## config.mk

```make
export PLATFORM = sky130hd
export DESIGN_NAME = ptr_readout
export DESIGN_NICKNAME = d
export VERILOG_FILES = /design/src/rtl/ptr_pkg.sv /design/src/rtl/ptr_readout.sv
export SDC_FILE = /design/constraint.sdc
export NUM_CORES = 1
export LEC_CHECK = 0
export BUFFER_PORTS_ARGS = -buffer_cell sky130_fd_sc_hd__buf_2
export CAP_MARGIN = 40
export CORE_ASPECT_RATIO = 0.75
export CORE_MARGIN = 1
export CORE_UTILIZATION = 60
export DETAILED_ROUTE_END_ITERATION = 10
export PLACE_DENSITY_LB_ADDON = 0.15
export REMOVE_ABC_BUFFERS = 1
export SETUP_SLACK_MARGIN = 0.5
export SYNTH_ARGS = -nofsm -noshare
export SYNTH_HDL_FRONTEND = slang
export SYNTH_SLANG_ARGS = --single-unit
```

## constraint.sdc

```tcl
create_clock -name I_CLOCK -period 5.8 [get_ports I_CLOCK]
set_input_delay 0.29 -clock I_CLOCK [delete_from_list [all_inputs] [get_ports I_CLOCK]]
set_output_delay 0.29 -clock I_CLOCK [all_outputs]
set_load 0.005 [all_outputs]
```

## src/rtl/ptr_pkg.sv

```systemverilog
// Package with register map, codes, timing and carrier types of the thermometer readout.
package ptr_pkg;

   // Register byte addresses on the AXI4-Lite bus.
   localparam logic [7:0] ADDR_COMMAND = 8'h00;
   localparam logic [7:0] ADDR_STATUS = 8'h04;
   localparam logic [7:0] ADDR_SAMPLE = 8'h08;
   localparam logic [7:0] ADDR_TEMP_RESULT = 8'h0C;
   localparam logic [7:0] ADDR_RESIDUAL = 8'h10;
   localparam logic [7:0] ADDR_ALARM_LIMITS = 8'h14;
   localparam logic [7:0] ADDR_DEVICE_CODE_LO = 8'h18;
   localparam logic [7:0] ADDR_DEVICE_CODE_HI = 8'h1C;

   // Command codes written to the command register.
   localparam logic [7:0] CMD_START_CONV = 8'h44;
   localparam logic [7:0] CMD_COPY_NV = 8'h48;

   // Result and scratchpad constants.
   localparam logic [15:0] TEMP_RESET = 16'h00AA;
   localparam logic [7:0] COUNTS_PER_DEGREE = 8'h10;
   localparam logic [7:0] RESIDUAL_RESET = 8'h0C;
   localparam logic [7:0] ALARM_HI_RESET = 8'h4B;
   localparam logic [7:0] ALARM_LO_RESET = 8'h46;

   // Status register fields.
   localparam int STAT_BUSY_BIT = 0;
   localparam int STAT_DONE_BIT = 1;
   localparam int STAT_NV_BUSY_BIT = 2;

   // AXI responses.
   localparam logic [1:0] RESP_OKAY = 2'h0;
   localparam logic [1:0] RESP_SLVERR = 2'h2;

   // Timing at the 50 MHz clock.
   localparam int CLOCK_MHZ = 50;
   localparam int CONV_TIME_MS = 750;
   localparam int NV_WRITE_TIME_MS = 10;
   localparam int CONV_CYCLES = CONV_TIME_MS * 1000 * CLOCK_MHZ;
   localparam int NV_WRITE_CYCLES = NV_WRITE_TIME_MS * 1000 * CLOCK_MHZ;

   typedef enum logic [1:0]
   {
      ST_IDLE = 2'b00,
      ST_CONVERT = 2'b01,
      ST_NV_WRITE = 2'b10
   } ptr_state_t;

   // Sample that the converter front end presents.
   typedef struct packed
   {
      logic [8:0] temp;
      logic [7:0] residual;
   } ptr_sample_t;

   // Scratchpad bytes 0, 1 and 6 as seen by software.
   typedef struct packed
   {
      logic [15:0] temp;
      logic [7:0] residual;
   } ptr_result_t;

endpackage

```

## src/rtl/ptr_readout.sv

```systemverilog
// Thermometer conversion control and result registers behind an AXI4-Lite slave.
//
// How it works
// - Writing start-conversion code 44h begins a measurement and conversion.
// - On completion the result is written, then the block returns idle.
// - After reset the block idles and converts only when commanded.
// - The result is held as 16-bit sign-extended two's complement.
// - Nine significant bits; bit 0 weighs half a degree.
// - All bits of the upper byte repeat the sign.
// - Counts-per-degree always reads sixteen.
// - A conversion completes within 750 ms of its start.
// - A unique 64-bit code identifies the device among many.
// - Alarm limit bytes are kept in storage that survives reset.
// - At reset the result reads plus eighty-five degrees, 00AAh.
// - Result low byte then high byte at scratchpad bytes 0, 1, read-only.
//
// Design decisions made here: the AXI4-Lite register port and the placing of the registers.
`timescale 1ns/1ps

module ptr_readout #(
   parameter int CONV_CYCLES = ptr_pkg::CONV_CYCLES,
   parameter int NV_WRITE_CYCLES = ptr_pkg::NV_WRITE_CYCLES,
   parameter logic [63:0] DEVICE_CODE = 64'h0000_0000_0000_00A5
)
(
   // Clock and reset.
   input wire logic I_CLOCK,
   input wire logic I_RST_B,
   // AXI4-Lite write channels.
   input wire logic [7:0] I_AWADDR,
   input wire logic I_AWVALID,
   output logic O_AWREADY,
   input wire logic [31:0] I_WDATA,
   input wire logic [3:0] I_WSTRB,
   input wire logic I_WVALID,
   output logic O_WREADY,
   output logic [1:0] O_BRESP,
   output logic O_BVALID,
   input wire logic I_BREADY,
   // AXI4-Lite read channels.
   input wire logic [7:0] I_ARADDR,
   input wire logic I_ARVALID,
   output logic O_ARREADY,
   output logic [31:0] O_RDATA,
   output logic [1:0] O_RRESP,
   output logic O_RVALID,
   input wire logic I_RREADY,
   // Converter front end, asynchronous to the clock.
   input wire logic [16:0] I_SENSOR,
   // Conversion state.
   output logic O_CONV_BUSY
);

   initial
   begin
      if (CONV_CYCLES < 2 || NV_WRITE_CYCLES < 2)
      begin
         $error("Conversion and write counts must be at least two cycles.");
      end
   end

   ////////////////////////////////////////////////////////////////////////////
   // Sensor synchroniser.

   logic [16:0] sens_meta_q;
   logic [16:0] sens_sync_q;
   ptr_pkg::ptr_sample_t sample;

   always_ff @(posedge I_CLOCK)
   begin
      sens_meta_q <= I_SENSOR;
      sens_sync_q <= sens_meta_q;
   end

   assign sample = ptr_pkg::ptr_sample_t'(sens_sync_q);

   ////////////////////////////////////////////////////////////////////////////
   // AXI write path.

   logic aw_held_q;
   logic w_held_q;
   logic [7:0] aw_addr_q;
   logic [31:0] w_data_q;
   logic [3:0] w_strb_q;
   logic bvalid_q;
   logic [1:0] bresp_q;

   wire aw_take = I_AWVALID && !aw_held_q && !bvalid_q;
   wire w_take = I_WVALID && !w_held_q && !bvalid_q;
   wire wr_go = aw_held_q && w_held_q && !bvalid_q;

   function automatic logic known_addr(input logic [7:0] a);
      known_addr = (a[1:0] == 2'h0) && (a <= ptr_pkg::ADDR_DEVICE_CODE_HI);
   endfunction

   wire cmd_wr = wr_go && aw_addr_q == ptr_pkg::ADDR_COMMAND && w_strb_q[0];
   wire lim_wr = wr_go && aw_addr_q == ptr_pkg::ADDR_ALARM_LIMITS;
   wire start_conv = cmd_wr && w_data_q[7:0] == ptr_pkg::CMD_START_CONV;
   wire start_copy = cmd_wr && w_data_q[7:0] == ptr_pkg::CMD_COPY_NV;

   always_ff @(posedge I_CLOCK)
   begin
      if (!I_RST_B)
      begin
         aw_held_q <= 1'b0;
         w_held_q <= 1'b0;
         aw_addr_q <= 8'h00;
         w_data_q <= 32'h0000_0000;
         w_strb_q <= 4'h0;
         bvalid_q <= 1'b0;
         bresp_q <= ptr_pkg::RESP_OKAY;
      end
      else
      begin
         if (aw_take)
         begin
            aw_held_q <= 1'b1;
            aw_addr_q <= I_AWADDR;
         end
         if (w_take)
         begin
            w_held_q <= 1'b1;
            w_data_q <= I_WDATA;
            w_strb_q <= I_WSTRB;
         end
         if (wr_go)
         begin
            aw_held_q <= 1'b0;
            w_held_q <= 1'b0;
            bvalid_q <= 1'b1;
            bresp_q <= known_addr(aw_addr_q) ? ptr_pkg::RESP_OKAY : ptr_pkg::RESP_SLVERR;
         end
         else if (bvalid_q && I_BREADY)
         begin
            bvalid_q <= 1'b0;
         end
      end
   end

   assign O_AWREADY = !aw_held_q && !bvalid_q;
   assign O_WREADY = !w_held_q && !bvalid_q;
   assign O_BVALID = bvalid_q;
   assign O_BRESP = bresp_q;

   ////////////////////////////////////////////////////////////////////////////
   // Conversion sequencer.

   ptr_pkg::ptr_state_t state_q;
   ptr_pkg::ptr_state_t state_d;
   logic [31:0] timer_q;
   logic [31:0] timer_d;
   ptr_pkg::ptr_result_t result_q;
   logic done_q;
   logic [7:0] alarm_hi_q;
   logic [7:0] alarm_lo_q;
   logic [15:0] nv_limits_q;

   wire timer_end = timer_q == 32'h0000_0001;
   wire conv_end = state_q == ptr_pkg::ST_CONVERT && timer_end;
   wire nv_end = state_q == ptr_pkg::ST_NV_WRITE && timer_end;
   // Sign of the nine-bit sample spread over the upper byte.
   wire [15:0] temp_ext = {{7{sample.temp[8]}}, sample.temp};

   always_comb
   begin
      state_d = state_q;
      timer_d = (timer_q != 32'h0000_0000) ? timer_q - 32'h0000_0001 : timer_q;
      case (state_q)
         ptr_pkg::ST_IDLE:
         begin
            if (start_conv)
            begin
               state_d = ptr_pkg::ST_CONVERT;
               timer_d = 32'(CONV_CYCLES);
            end
            else if (start_copy)
            begin
               state_d = ptr_pkg::ST_NV_WRITE;
               timer_d = 32'(NV_WRITE_CYCLES);
            end
         end
         ptr_pkg::ST_CONVERT:
         begin
            if (timer_end)
            begin
               state_d = ptr_pkg::ST_IDLE;
            end
         end
         ptr_pkg::ST_NV_WRITE:
         begin
            if (timer_end)
            begin
               state_d = ptr_pkg::ST_IDLE;
            end
         end
         default:
         begin
            state_d = ptr_pkg::ST_IDLE;
         end
      endcase
   end

   always_ff @(posedge I_CLOCK)
   begin
      if (!I_RST_B)
      begin
         state_q <= ptr_pkg::ST_IDLE;
         timer_q <= 32'h0000_0000;
         result_q <= {ptr_pkg::TEMP_RESET, ptr_pkg::RESIDUAL_RESET};
         done_q <= 1'b0;
         O_CONV_BUSY <= 1'b0;
      end
      else
      begin
         state_q <= state_d;
         timer_q <= timer_d;
         O_CONV_BUSY <= state_d == ptr_pkg::ST_CONVERT;
         if (conv_end)
         begin
            result_q <= {temp_ext, sample.residual};
         end
         if (conv_end)
         begin
            done_q <= 1'b1;
         end
         else if (start_conv && state_q == ptr_pkg::ST_IDLE)
         begin
            done_q <= 1'b0;
         end
      end
   end

   // Limits and their stored copy have no reset so they survive it.
   always_ff @(posedge I_CLOCK)
   begin
      if (lim_wr && w_strb_q[0])
      begin
         alarm_lo_q <= w_data_q[7:0];
      end
      if (lim_wr && w_strb_q[1])
      begin
         alarm_hi_q <= w_data_q[15:8];
      end
      if (nv_end)
      begin
         nv_limits_q <= {alarm_hi_q, alarm_lo_q};
      end
   end

   ////////////////////////////////////////////////////////////////////////////
   // AXI read path.

   logic rvalid_q;
   logic [31:0] rdata_q;
   logic [1:0] rresp_q;
   logic [31:0] rd_mux;

   wire ar_take = I_ARVALID && !rvalid_q;
   wire [2:0] stat_bits = {state_q == ptr_pkg::ST_NV_WRITE, done_q,
                           state_q == ptr_pkg::ST_CONVERT};

   always_comb
   begin
      case (I_ARADDR)
         ptr_pkg::ADDR_STATUS: rd_mux = {29'h0, stat_bits};
         ptr_pkg::ADDR_SAMPLE: rd_mux = {8'h00, ptr_pkg::COUNTS_PER_DEGREE,
                                         result_q.residual, 8'h00};
         ptr_pkg::ADDR_TEMP_RESULT: rd_mux = {16'h0000, result_q.temp};
         ptr_pkg::ADDR_ALARM_LIMITS: rd_mux = {nv_limits_q, alarm_hi_q, alarm_lo_q};
         ptr_pkg::ADDR_DEVICE_CODE_LO: rd_mux = DEVICE_CODE[31:0];
         ptr_pkg::ADDR_DEVICE_CODE_HI: rd_mux = DEVICE_CODE[63:32];
         default: rd_mux = 32'h0000_0000;
      endcase
   end

   always_ff @(posedge I_CLOCK)
   begin
      if (!I_RST_B)
      begin
         rvalid_q <= 1'b0;
         rdata_q <= 32'h0000_0000;
         rresp_q <= ptr_pkg::RESP_OKAY;
      end
      else if (ar_take)
      begin
         rvalid_q <= 1'b1;
         rdata_q <= rd_mux;
         rresp_q <= known_addr(I_ARADDR) ? ptr_pkg::RESP_OKAY : ptr_pkg::RESP_SLVERR;
      end
      else if (rvalid_q && I_RREADY)
      begin
         rvalid_q <= 1'b0;
      end
   end

   assign O_ARREADY = !rvalid_q;
   assign O_RVALID = rvalid_q;
   assign O_RDATA = rdata_q;
   assign O_RRESP = rresp_q;

   ////////////////////////////////////////////////////////////////////////////
   // Checks.

   chk_conv_start: assert property (@(posedge I_CLOCK) disable iff (!I_RST_B)
      start_conv && state_q == ptr_pkg::ST_IDLE |=> O_CONV_BUSY)
      else $error("Start code did not begin a conversion.");

   chk_idle_after: assert property (@(posedge I_CLOCK) disable iff (!I_RST_B)
      conv_end |=> state_q == ptr_pkg::ST_IDLE && done_q)
      else $error("Block did not return idle after conversion.");

   chk_no_spurious: assert property (@(posedge I_CLOCK) disable iff (!I_RST_B)
      state_q == ptr_pkg::ST_IDLE && !start_conv |=> state_q != ptr_pkg::ST_CONVERT)
      else $error("Conversion began without a command.");

   chk_sign_byte: assert property (@(posedge I_CLOCK) disable iff (!I_RST_B)
      result_q.temp[15:8] == 8'h00 || result_q.temp[15:8] == 8'hFF)
      else $error("Upper result byte is not a pure sign.");

   chk_sign_match: assert property (@(posedge I_CLOCK) disable iff (!I_RST_B)
      result_q.temp[15] == result_q.temp[8])
      else $error("Result is not sign-extended.");

   chk_count_const: assert property (@(posedge I_CLOCK) disable iff (!I_RST_B)
      ar_take && I_ARADDR == ptr_pkg::ADDR_SAMPLE |=> rdata_q[23:16] == ptr_pkg::COUNTS_PER_DEGREE)
      else $error("Counts-per-degree did not read sixteen.");

   chk_conv_bound: assert property (@(posedge I_CLOCK) disable iff (!I_RST_B)
      state_q == ptr_pkg::ST_CONVERT |-> timer_q <= 32'(CONV_CYCLES) && timer_q != 0)
      else $error("Conversion timer out of range.");

   chk_result_hold: assert property (@(posedge I_CLOCK) disable iff (!I_RST_B)
      !conv_end |=> $stable(result_q))
      else $error("Result changed outside conversion end.");

   chk_result_load: assert property (@(posedge I_CLOCK) disable iff (!I_RST_B)
      conv_end |=> result_q.temp[8:0] == $past(sample.temp))
      else $error("Result does not match the sampled reading.");

endmodule

```

# --- After elaboration in Yosys (flattened, before gate mapping) ---
# Index checks and enable logic that the tools add are counted.
classes:
  n_bitwise: 1
  n_reduce_logical: 37
  addsub: 1
  order_cmp: 2
  eq_ne: 12
  muxes: 17
op_table:
  columns: ["cell", "count"]
  rows:
  - ["one-hot mux 32 bit (5 select lines)", 1]
  - ["2-to-1 mux 32 bit", 4]
  - ["equality test 32 x 1 -> 1 bit (second input constant)", 1]
  - ["nonzero test 32 bit", 1]
  - ["subtractor 32 x 1 -> 32 bit (second input constant)", 1]
  - ["equality test 8 x 5 -> 1 bit (second input constant)", 3]
  - ["logical AND 1 bit", 23]
  - ["equality test 8 x 4 -> 1 bit (second input constant)", 2]
  - ["equality test 8 x 7 -> 1 bit (second input constant)", 2]
  - ["less-or-equal comparator 8 x 5 -> 1 bit (second input constant)", 2]
  - ["2-to-1 mux 2 bit", 5]
  - ["equality test 8 x 3 -> 1 bit (second input constant)", 1]
  - ["zero test 8 bit", 1]
  - ["zero test 2 bit", 3]
  - ["2-to-1 mux 1 bit", 6]
  - ["nonzero test 2 bit", 3]
  - ["equality test 2 x 1 -> 1 bit (second input constant)", 2]
  - ["zero test 1 bit", 4]
  - ["one-hot mux 2 bit (2 select lines)", 1]
  - ["OR reduction 2 bit", 2]
  - ["equality test 2 bit (second input constant)", 1]
  - ["inverter 1 bit", 1]
word_totals:
  register_bits: 185
  inputBits: 76
  out_inout_bits: 42
  word_cells: 91

# --- Longest topological paths before layout ---
# Gate-level depths: netlist of run 1.
logic_depth:
  ltp_word: 9
  ltp_mapped: 8
  ltp_nobuf: 8

# --- Worst setup path before layout of run 1 ---
# No wires, ideal clock.
synth_timing:
  kind: "register to register"
  start: "reg timer_q[2]"
  end: "reg nv_limits_q[0] (enable)"
  t_arrival_ns: 2.659
  required_time_ns: 5.391
  path_buffers: 0
  synth_period_minus_slack_ns: 3.068
  path_stages_with_launch: 5
  setup_ns: 0.409
  slack_ns: 2.732
  cell_sequence: "dfxtp_1 -> or4_4 -> nor4_4 -> nand2_2 -> nor3_1"
synth_via:
  elab_chain_len: 2
synth_lines:
  columns: ["element", "line", "source"]
  rows:
  - ["start, declared", "ptr_readout.sv:150", "logic [31:0] timer_q;"]
  - ["start signal, assigned", "ptr_readout.sv:216", "timer_q <= timer_d;"]
  - ["equality test 32 x 1 -> 1 bit", "ptr_readout.sv:158", "wire timer_end = timer_q == 32'h0000_0001;"]
  - ["logical AND 1 bit", "ptr_readout.sv:160", "wire nv_end = state_q == ptr_pkg::ST_NV_WRITE && timer_end;"]
  - ["via nv_end", "ptr_readout.sv:160", null]
  - ["end signal, assigned", "ptr_readout.sv:246", "nv_limits_q <= {alarm_hi_q, alarm_lo_q};"]
  - ["end, declared", "ptr_readout.sv:156", "logic [15:0] nv_limits_q;"]
# The timed path passes the listed nets, and every way through them passes these cells.
# A chain may end at the register's enable or synchronous reset.

# --- Worst setup path in the final report of run 1 ---
layout_timing:
  start: "reg bvalid_q, in the netlist O_BVALID"
  end: "reg timer_q[9]"
layout_via:
  elab_chain_len: 8
  elab_cells_between_ends: 9
  classes_between: "mux: 3; reduce/logical: 6"
layout_lines:
  columns: ["element", "line", "source"]
  rows:
  - ["start, declared", "ptr_readout.sv:85", "logic bvalid_q;"]
  - ["start signal, assigned", "ptr_readout.sv:110", "bvalid_q <= 1'b0;"]
  - ["start signal, assigned", "ptr_readout.sv:130", "bvalid_q <= 1'b1;"]
  - ["start signal, assigned", "ptr_readout.sv:135", "bvalid_q <= 1'b0;"]
  - ["zero test 1 bit (*)", "ptr_readout.sv:90", "wire wr_go = aw_held_q && w_held_q && !bvalid_q;"]
  - ["logical AND 1 bit (*)", "ptr_readout.sv:90", null]
  - ["logical AND 1 bit (*) (2 in series)", "ptr_readout.sv:96", "wire cmd_wr = wr_go && aw_addr_q == ptr_pkg::ADDR_COMMAND && w_strb_q[0];"]
  - ["logical AND 1 bit", "ptr_readout.sv:99", "wire start_copy = cmd_wr && w_data_q[7:0] == ptr_pkg::CMD_COPY_NV;"]
  - ["2-to-1 mux 32 bit", "ptr_readout.sv:176", "else if (start_copy)"]
  - ["2-to-1 mux 32 bit (*)", "ptr_readout.sv:171", "if (start_conv)"]
  - ["2-to-1 mux 32 bit (*)", "ptr_readout.sv:168", "case (state_q)"]
# Every way passes the cells marked *; elsewhere a longest branch is shown, timed or not.

==> results of run 1 <==
[final timing paths]
path	startpoint	endpoint	depth (start not counted)
max	O_BVALID$_SDFFE_PN0P_	timer_q[9]$_SDFF_PN0_	6
min	I_RREADY	O_RVALID$_SDFFE_PN0P_	2
max reg2reg	O_BVALID$_SDFFE_PN0P_	timer_q[9]$_SDFF_PN0_	6
min reg2reg	sens_meta_q[0]$_DFF_P_	sample[0]$_DFF_P_	0
[placed cells by master (no fill, tap or decap), types with 3 or more instances in the layout]
cell type | netlist | final
nor4_1 | 6 | 6
o21ai_1 | 4 | 4
or3_1 | 5 | 5
nor3_1 | 21 | 19
xor2_1 | 10 | 10
inv_6 | 0 | 3
xnor2_1 | 19 | 19
a22oi_1 | 8 | 8
mux2i_1 | 7 | 7
edfxtp_1 | 32 | 32
inv_1 | 14 | 14
ha_1 | 7 | 7
nor3_2 | 2 | 4
a21oi_1 | 57 | 57
buf_4 | 4 | 4
and2_1 | 6 | 6
nand4_1 | 9 | 9
buf_2 | 1 | 98
clkbuf_16 | 0 | 19
o21ai_0 | 35 | 35
a21o_1 | 4 | 4
a221oi_1 | 8 | 8
nand2_1 | 117 | 117
dfxtp_1 | 151 | 151
dlygate4sd3_1 | 0 | 17
nor2_1 | 46 | 46
or4_1 | 6 | 6
nor2b_1 | 6 | 6
nand3_1 | 36 | 36
[registers in the layout, summed over array words and instances (netlist names)]
signal	flops
w_strb_q	2
w_held_q	1
w_data_q	16
O_RDATA	32
alarm_hi_q	8
O_RVALID	1
timer_q	32
alarm_lo_q	8
result_q	17
aw_addr_q	8
sample	17
sens_meta_q	17
done_q	1
state_q	2
aw_held_q	1
O_BVALID	1
O_CONV_BUSY	1
O_BRESP	1
nv_limits_q	16
O_RRESP	1
[critical path: stages, from the launching register on]
cell,delay [ns]
dfxtp_1,0.37
and4bb_2,0.33
nor4b_1,0.78
and3_1,0.31
nand3_1,0.23
nand2_1,0.57
nor2_1,0.12
[metrics by stage]
step                utilization [%]  hold WS, ns  total power [mW]
floorplan                         -       0.3096             2.471
global placement              66.88       0.3124             2.686
detailed placement            67.25       0.3135             2.744
CTS                           73.97      0.04457             3.850
global route                  73.97      0.05385             4.074
finish                        73.97      0.05404             3.863
[per-layer routing]
layer	up-vias	wire length [um]	GRT usage, %
li1	2629	-	-
met1	2546	7327	38.50
met2	200	7199	45.65
met3	16	939	5.239
met4	0	163	8.537
met5	-	0	0
[logic make-up after synthesis]
kind of cell | count (synthesis)
buf+inv | 46
fa+ha+maj | 7
xor+xnor | 29
flops | 183
other cells | 1
mux | 7
compound gates | 130
simple gates | 285
[where the power goes]
part           switching [mW]  total (mW)  internal (mW)  leakage, nW
clock                   0.481        1.10          0.624        0.277
combinational           0.737        1.21          0.468         1.42
sequential              0.133        1.55           1.42         1.52
total                    1.35        3.86           2.51         3.22
[synthesized netlist by cell type, drive strengths merged (7+ instances only)]
cell | instances | area share [%]
dfxtp | 151 | 44
nor2 | 48 | 2.7
mux2i | 7 | 1.0
xnor2 | 19 | 2.4
nor3 | 24 | 2.1
xor2 | 10 | 1.3
a21oi | 57 | 4.2
ha | 7 | 1.3
a221oi | 8 | 1.0
nand2 | 118 | 6.6
nand4 | 9 | 0.83
o21ai | 39 | 2.9
inv | 15 | 0.83
edfxtp | 32 | 14
or4 | 8 | 0.99
clkbuf | 25 | 1.4
nor4 | 9 | 1.2
a22oi | 8 | 0.88
and2 | 7 | 0.68
nand3 | 36 | 2.7
[what timing repair did]
| item | in CTS | in global routing |
|---|---|---|
| hold buffers | 17 | 0 |
| resized for setup | 0 | 0 |
| endpoints found under the hold margin | 17 | 0 |
| setup endpoints to repair | 0 | 0 |
[cell type report]
type	count	area, um2	share of cell area (%)
Clock buffer	23	510.5	6.284
Clock inverter	8	57.56	0.7085
Inverter	15	56.30	0.6931
Multi-Input combinational cell	460	2630	32.37
Sequential cell	183	3984	49.04
Tap cell	140	175.2	2.156
Timing Repair Buffer	120	710.7	8.748
==> results_dict.tcl, run 1 <==
set metrics [dict create \
    yosys_warnings 0 \
    drv_cap 0 \
    cts.sinks 183 \
    vias 5391 \
    cts_tree "yes" \
    synthAdderAreaFrac_pct 1.289 \
    crit_type "flip-flop to flip-flop" \
    clk_latency_ns 0.42 \
    pre_cts_ws_ns 3.042 \
    netlist-cell-type-count 58 \
    track_usage_pct 28.12 \
    nNetsFinal 880 \
    relSlewSlack_pct 35.79 \
    grt.overflow.total 0 \
    synth_seq_cells 183 \
    drtPass1Iterations 9 \
    grt_max_degree 37 \
    crit_required_ns 6.08 \
    setup_viol 0 \
    port_buffers 97 \
    leakage_nw 3.219 \
    period_share_pct 49.19 \
    fill_cells 769 \
    crit_arrival_ns 3.13 \
    violations "DRC" \
    max_clock_freq_mhz 350.5 \
    placementRows 33 \
    power_density_nw_per_um2 475.5 \
    grt_pass1_wl_um 25430 \
    antenna_found_initial 0 \
    rsz0062_at_grt "false" \
    synth-simple-area-share_pct 20.80 \
    peakVddDrop_v 0.0002853 \
    post-dp-hpwl_um 10760 \
    drt_iter0_markers 425 \
    yosysSeqAreaShare_pct 58.62 \
    syn2layout_area_growth_pct 19.53 \
    fin_crit_ns 2.853 \
    synth_area_um2 6797 \
    drv_slew 0 \
    r2r_slack_ns 2.95 \
    syn_inst 688 \
    clk_pin_slew_ns 0.07 \
    synthArstFlopShare_pct 0 \
    synth_compound_area_share_pct 11.58 \
    place_inst 901 \
    instances_no_fill 949 \
    start_util_pct 61.88 \
    fin_area_um2 8124 \
    synth_edf_count 32 \
    avgSynthCellArea_um2 9.879 \
    synth_mux_area_share_pct 1.031 \
    finalWorstSetupSlack_ns 2.947 \
    core-area_um2 10980 \
    grt_pass1_vias 5105 \
    fin_setup_tns_ns 0 \
    htree_levels 4 \
    status "complete, but fails checks" \
    numCtsBuffers 17 \
    clockRootBuffer "clkbuf_16" \
    hold_violations 0 \
    gp_congestion 0.8558 \
    die-area_um2 11760 \
    hp-class "input pin to flip-flop" \
    clock_tree.buffer_depth 2 \
    endpoint_kind "flip-flop" \
    worst_pin_slew_ns 0.9498 \
    die_y_um 94.17 \
    postCtsSetupBuffers 0 \
    ys.flop_type "dfxtp_1" \
    ioPinCount 118 \
    critPathMaxFanout 18 \
    ant_nets 0 \
    via_per_inst 5.681 \
    cp-start-kind "flip-flop" \
    wl_um 15630 \
    drive_above_1_share_pct 19.28 \
    antenna_cells 0 \
    placed_area_um2 7386 \
    synth_top_family_by_area "simple AND/OR/NAND/NOR gates" \
    avgRoutedWirePerCell_um 16.47 \
    dieWidth_um 124.9 \
    skew_ns 0.01070 \
    drc_errors 16 \
    synth_xor_area_share_pct 3.737 \
]
Note: power is estimated with default switching activity, not from simulation.
==> run 2, diff against run 1 <==
--- a/config.mk
+++ b/config.mk
@@ -5,11 +5,12 @@
 export SDC_FILE = /design/constraint.sdc
 export NUM_CORES = 1
 export LEC_CHECK = 0
+export ABC_AREA = 1
 export BUFFER_PORTS_ARGS = -buffer_cell sky130_fd_sc_hd__buf_2
 export CAP_MARGIN = 40
 export CORE_ASPECT_RATIO = 0.75
 export CORE_MARGIN = 1
-export CORE_UTILIZATION = 60
+export CORE_UTILIZATION = 56
 export DETAILED_ROUTE_END_ITERATION = 10
 export PLACE_DENSITY_LB_ADDON = 0.15
 export REMOVE_ABC_BUFFERS = 1
==> constraint.sdc (replaced) <==
create_clock -name I_CLOCK -period 2.71 [get_ports I_CLOCK]
set_input_delay 0.1355 -clock I_CLOCK [delete_from_list [all_inputs] [get_ports I_CLOCK]]
set_output_delay 0.1355 -clock I_CLOCK [all_outputs]
set_load 0.005 [all_outputs]
==> run 2 against run 1 <==
The flow now finishes without violations. Maximum frequency rose by 47%. Synthesized cell count rose by 25%. Hold slack got worse by 0.034 ns. Clock-buffer cell count fell by 6. Global-route usage fell by 0.95 points. Sequential cell count did not move. Utilization fell by 3.1 points. Critical path depth rose by 2. Critical endpoint is now timer_q[24]$_SDFF_PN0_. Sequential power rose by 110%.
==> results_dict.tcl, run 2 <==
set metrics [dict create \
    multi_input_area_um2 2770 \
    yosysMostFrequentCell "nand2_1" \
    drv_cap 0 \
    fin_setup_tns_ns 0 \
    dieWidth_um 132.8 \
    clk_latency_ns 0.43 \
    fill_cells 983 \
    drv_slew 0 \
    placementRows 35 \
    crit_type "flip-flop to flip-flop" \
    critPathMaxFanout 6 \
    synth_edf_count 32 \
    rsz0062_at_grt "false" \
    port_buffers 97 \
    skew_ns 0.01771 \
    clock_tree.buffer_depth 2 \
    status "finished clean" \
    crit_arrival_ns 2.27 \
    fin_crit_ns 1.947 \
    seqCellArea_um2 3984 \
    synth_seq_cells 183 \
    wl_met1_um 8471 \
    period_share_pct 71.84 \
    synth_area_um2 7184 \
    drive_above_1_share_pct 17.96 \
    drt_iter0_markers 447 \
    clockRootBuffer "clkbuf_16" \
    cts_tree "yes" \
    post-dp-hpwl_um 11190 \
    holdPathStages 3 \
    leakage_nw 3.855 \
    netlist-cell-type-count 36 \
    antenna_cells 0 \
    synth_top_area_share_pct 42.08 \
    grt_pass1_vias 5519 \
    mostFrequentLayoutCells "nand2_1 (191), dfxtp_1 (151), nor2_1 (109), buf_2 (97), inv_1 (65)" \
    ys.flop_type "dfxtp_1" \
    vias 6048 \
    worst_pin_slew_ns 0.7222 \
    yosys-top-cells-area "dfxtp_1 (42%), edfxtp_1 (13%), nand2_1 (10%)" \
    nNetsFinal 1072 \
    relSlewSlack_pct 51.67 \
    ioPinCount 118 \
    endpoint_kind "flip-flop" \
    syn_inst 859 \
    via_per_inst 5.178 \
    start_util_pct 57.97 \
    r2r_cells 8 \
    avgSynthCellArea_um2 8.364 \
    synthArstFlopShare_pct 0 \
    power_density_nw_per_um2 1014 \
    drtPass1Iterations 5 \
    grt_max_degree 53 \
    setup_viol 0 \
    gp_congestion 0.8845 \
    dr_wl_met3_um 1164 \
    cp-start-kind "flip-flop" \
    numCtsBuffers 17 \
    avgRoutedWirePerCell_um 14.63 \
    yosysSeqAreaShare_pct 55.45 \
    antenna_found_initial 0 \
    hold_violations 0 \
    ant_nets 0 \
    grt.overflow.total 0 \
    drc_errors 0 \
    clk_pin_slew_ns 0.08 \
    layout_commonest_cell "nand2_1" \
    synth_common_cells "nand2_1 (191), dfxtp_1 (151), nor2_1 (109), inv_1 (65), a21oi_1 (64)" \
    hp-class "input pin to flip-flop" \
    route.met2.wl_um 7189 \
    htree_levels 4 \
    core-area_um2 12390 \
    syn2layout_area_growth_pct 22.29 \
    max_clock_freq_mhz 513.6 \
    die-area_um2 13290 \
    die_y_um 100.1 \
    yosys_warnings 0 \
    wl_um 17090 \
    synth.largest_area_cell "dfxtp_1" \
    peakVddDrop_v 0.0005330 \
    power_mw 8.906 \
    track_usage_pct 27.16 \
    routed.top_layer "met4" \
    cts.sinks 183 \
    grt_pass1_wl_um 27780 \
    crit_required_ns 3.03 \
]
==> run 2: cell types whose count changed in the layout (fill, tap and decap cells not counted), moves of 14 or more <==
cell,previous run,this run
nor2_1,46,109
inv_1,14,65
nand3_1,36,56
nand2_1,117,191
xnor2_1,19,5
dlygate4sd3_1,17,36
o21ai_0,35,55
==> run 2: per-layer routing <==
layer	up-vias	track usage [%]
met5	-	0
met4	0	8.400
met3	22	5.505
met2	246	39.79
met1	2729	40.25
li1	3051	-
==> run 2: worst paths after layout <==
path / slack, ns / from / to
worst min-delay path: 0.02 / I_RREADY / O_RVALID$_SDFFE_PN0P_
worst min register to register: 0.33 / sens_meta_q[9]$_DFF_P_ / sample[9]$_DFF_P_
worst max register to register: 0.76 / timer_q[0]$_SDFF_PN0_ / timer_q[24]$_SDFF_PN0_
worst max-delay path: 0.76 / timer_q[0]$_SDFF_PN0_ / timer_q[24]$_SDFF_PN0_
==> run 2: kinds of logic after synthesis <==
family          Yosys count  share of synthesized area [%]
simple gates            420                          25.93
flops                   183                          55.45
compound gates          129                          9.282
buf+inv                 103                          6.113
xor+xnor                 16                          1.950
fa+ha+maj                 7                          1.219
other cells               1                        0.05220
==> run 2: power by group <==
part	internal (mW)	total (mW)	switching (mW)	leakage (nW)
clock	1.29	2.57	1.28	0.305
combinational	1.04	3.01	1.97	2.02
sequential	3.07	3.33	0.258	1.53
==> run 2: cell type report <==
type | count | share of cell area, %
clock buffer | 17 | 4.842
clock inverter | 15 | 2.435
inverter | 71 | 3.090
multi-input combinational | 574 | 31.53
sequential | 183 | 45.34
tap | 166 | 2.364
timing repair buffer | 142 | 10.40
==> run 2: through the flow <==
step                      area [um2]  worst slack, ns  util (%)  hold WS [ns]  std cells
final                           8786           0.7631     70.89       0.01958       1168
after global routing            8786           0.6294     70.89       0.02014       1168
after CTS                       8781           0.7397     70.85      0.008023       1168
after detailed placement        7781           0.5899     62.79        0.2391       1100
after global placement          7781           0.6770     62.79        0.2385       1100
after floorplan                 7020           0.6797         -        0.1632        828
==> run 2: repair_timing <==
item	in CTS	in global routing
hold buffers	36	0
setup endpoints to repair	0	1
setup buffers	0	0
gates resized for setup	0	1
hold endpoints to repair	36	0
==> run 2: worst max-delay path: stages (launching register included) <==
cell	delay (ns)
dfxtp_1	0.36
inv_1	0.16
ha_1	0.30
nand2_1	0.19
nor2_1	0.33
nand4_1	0.21
xor2_1	0.19
nand2_1	0.06
nor2_1	0.04
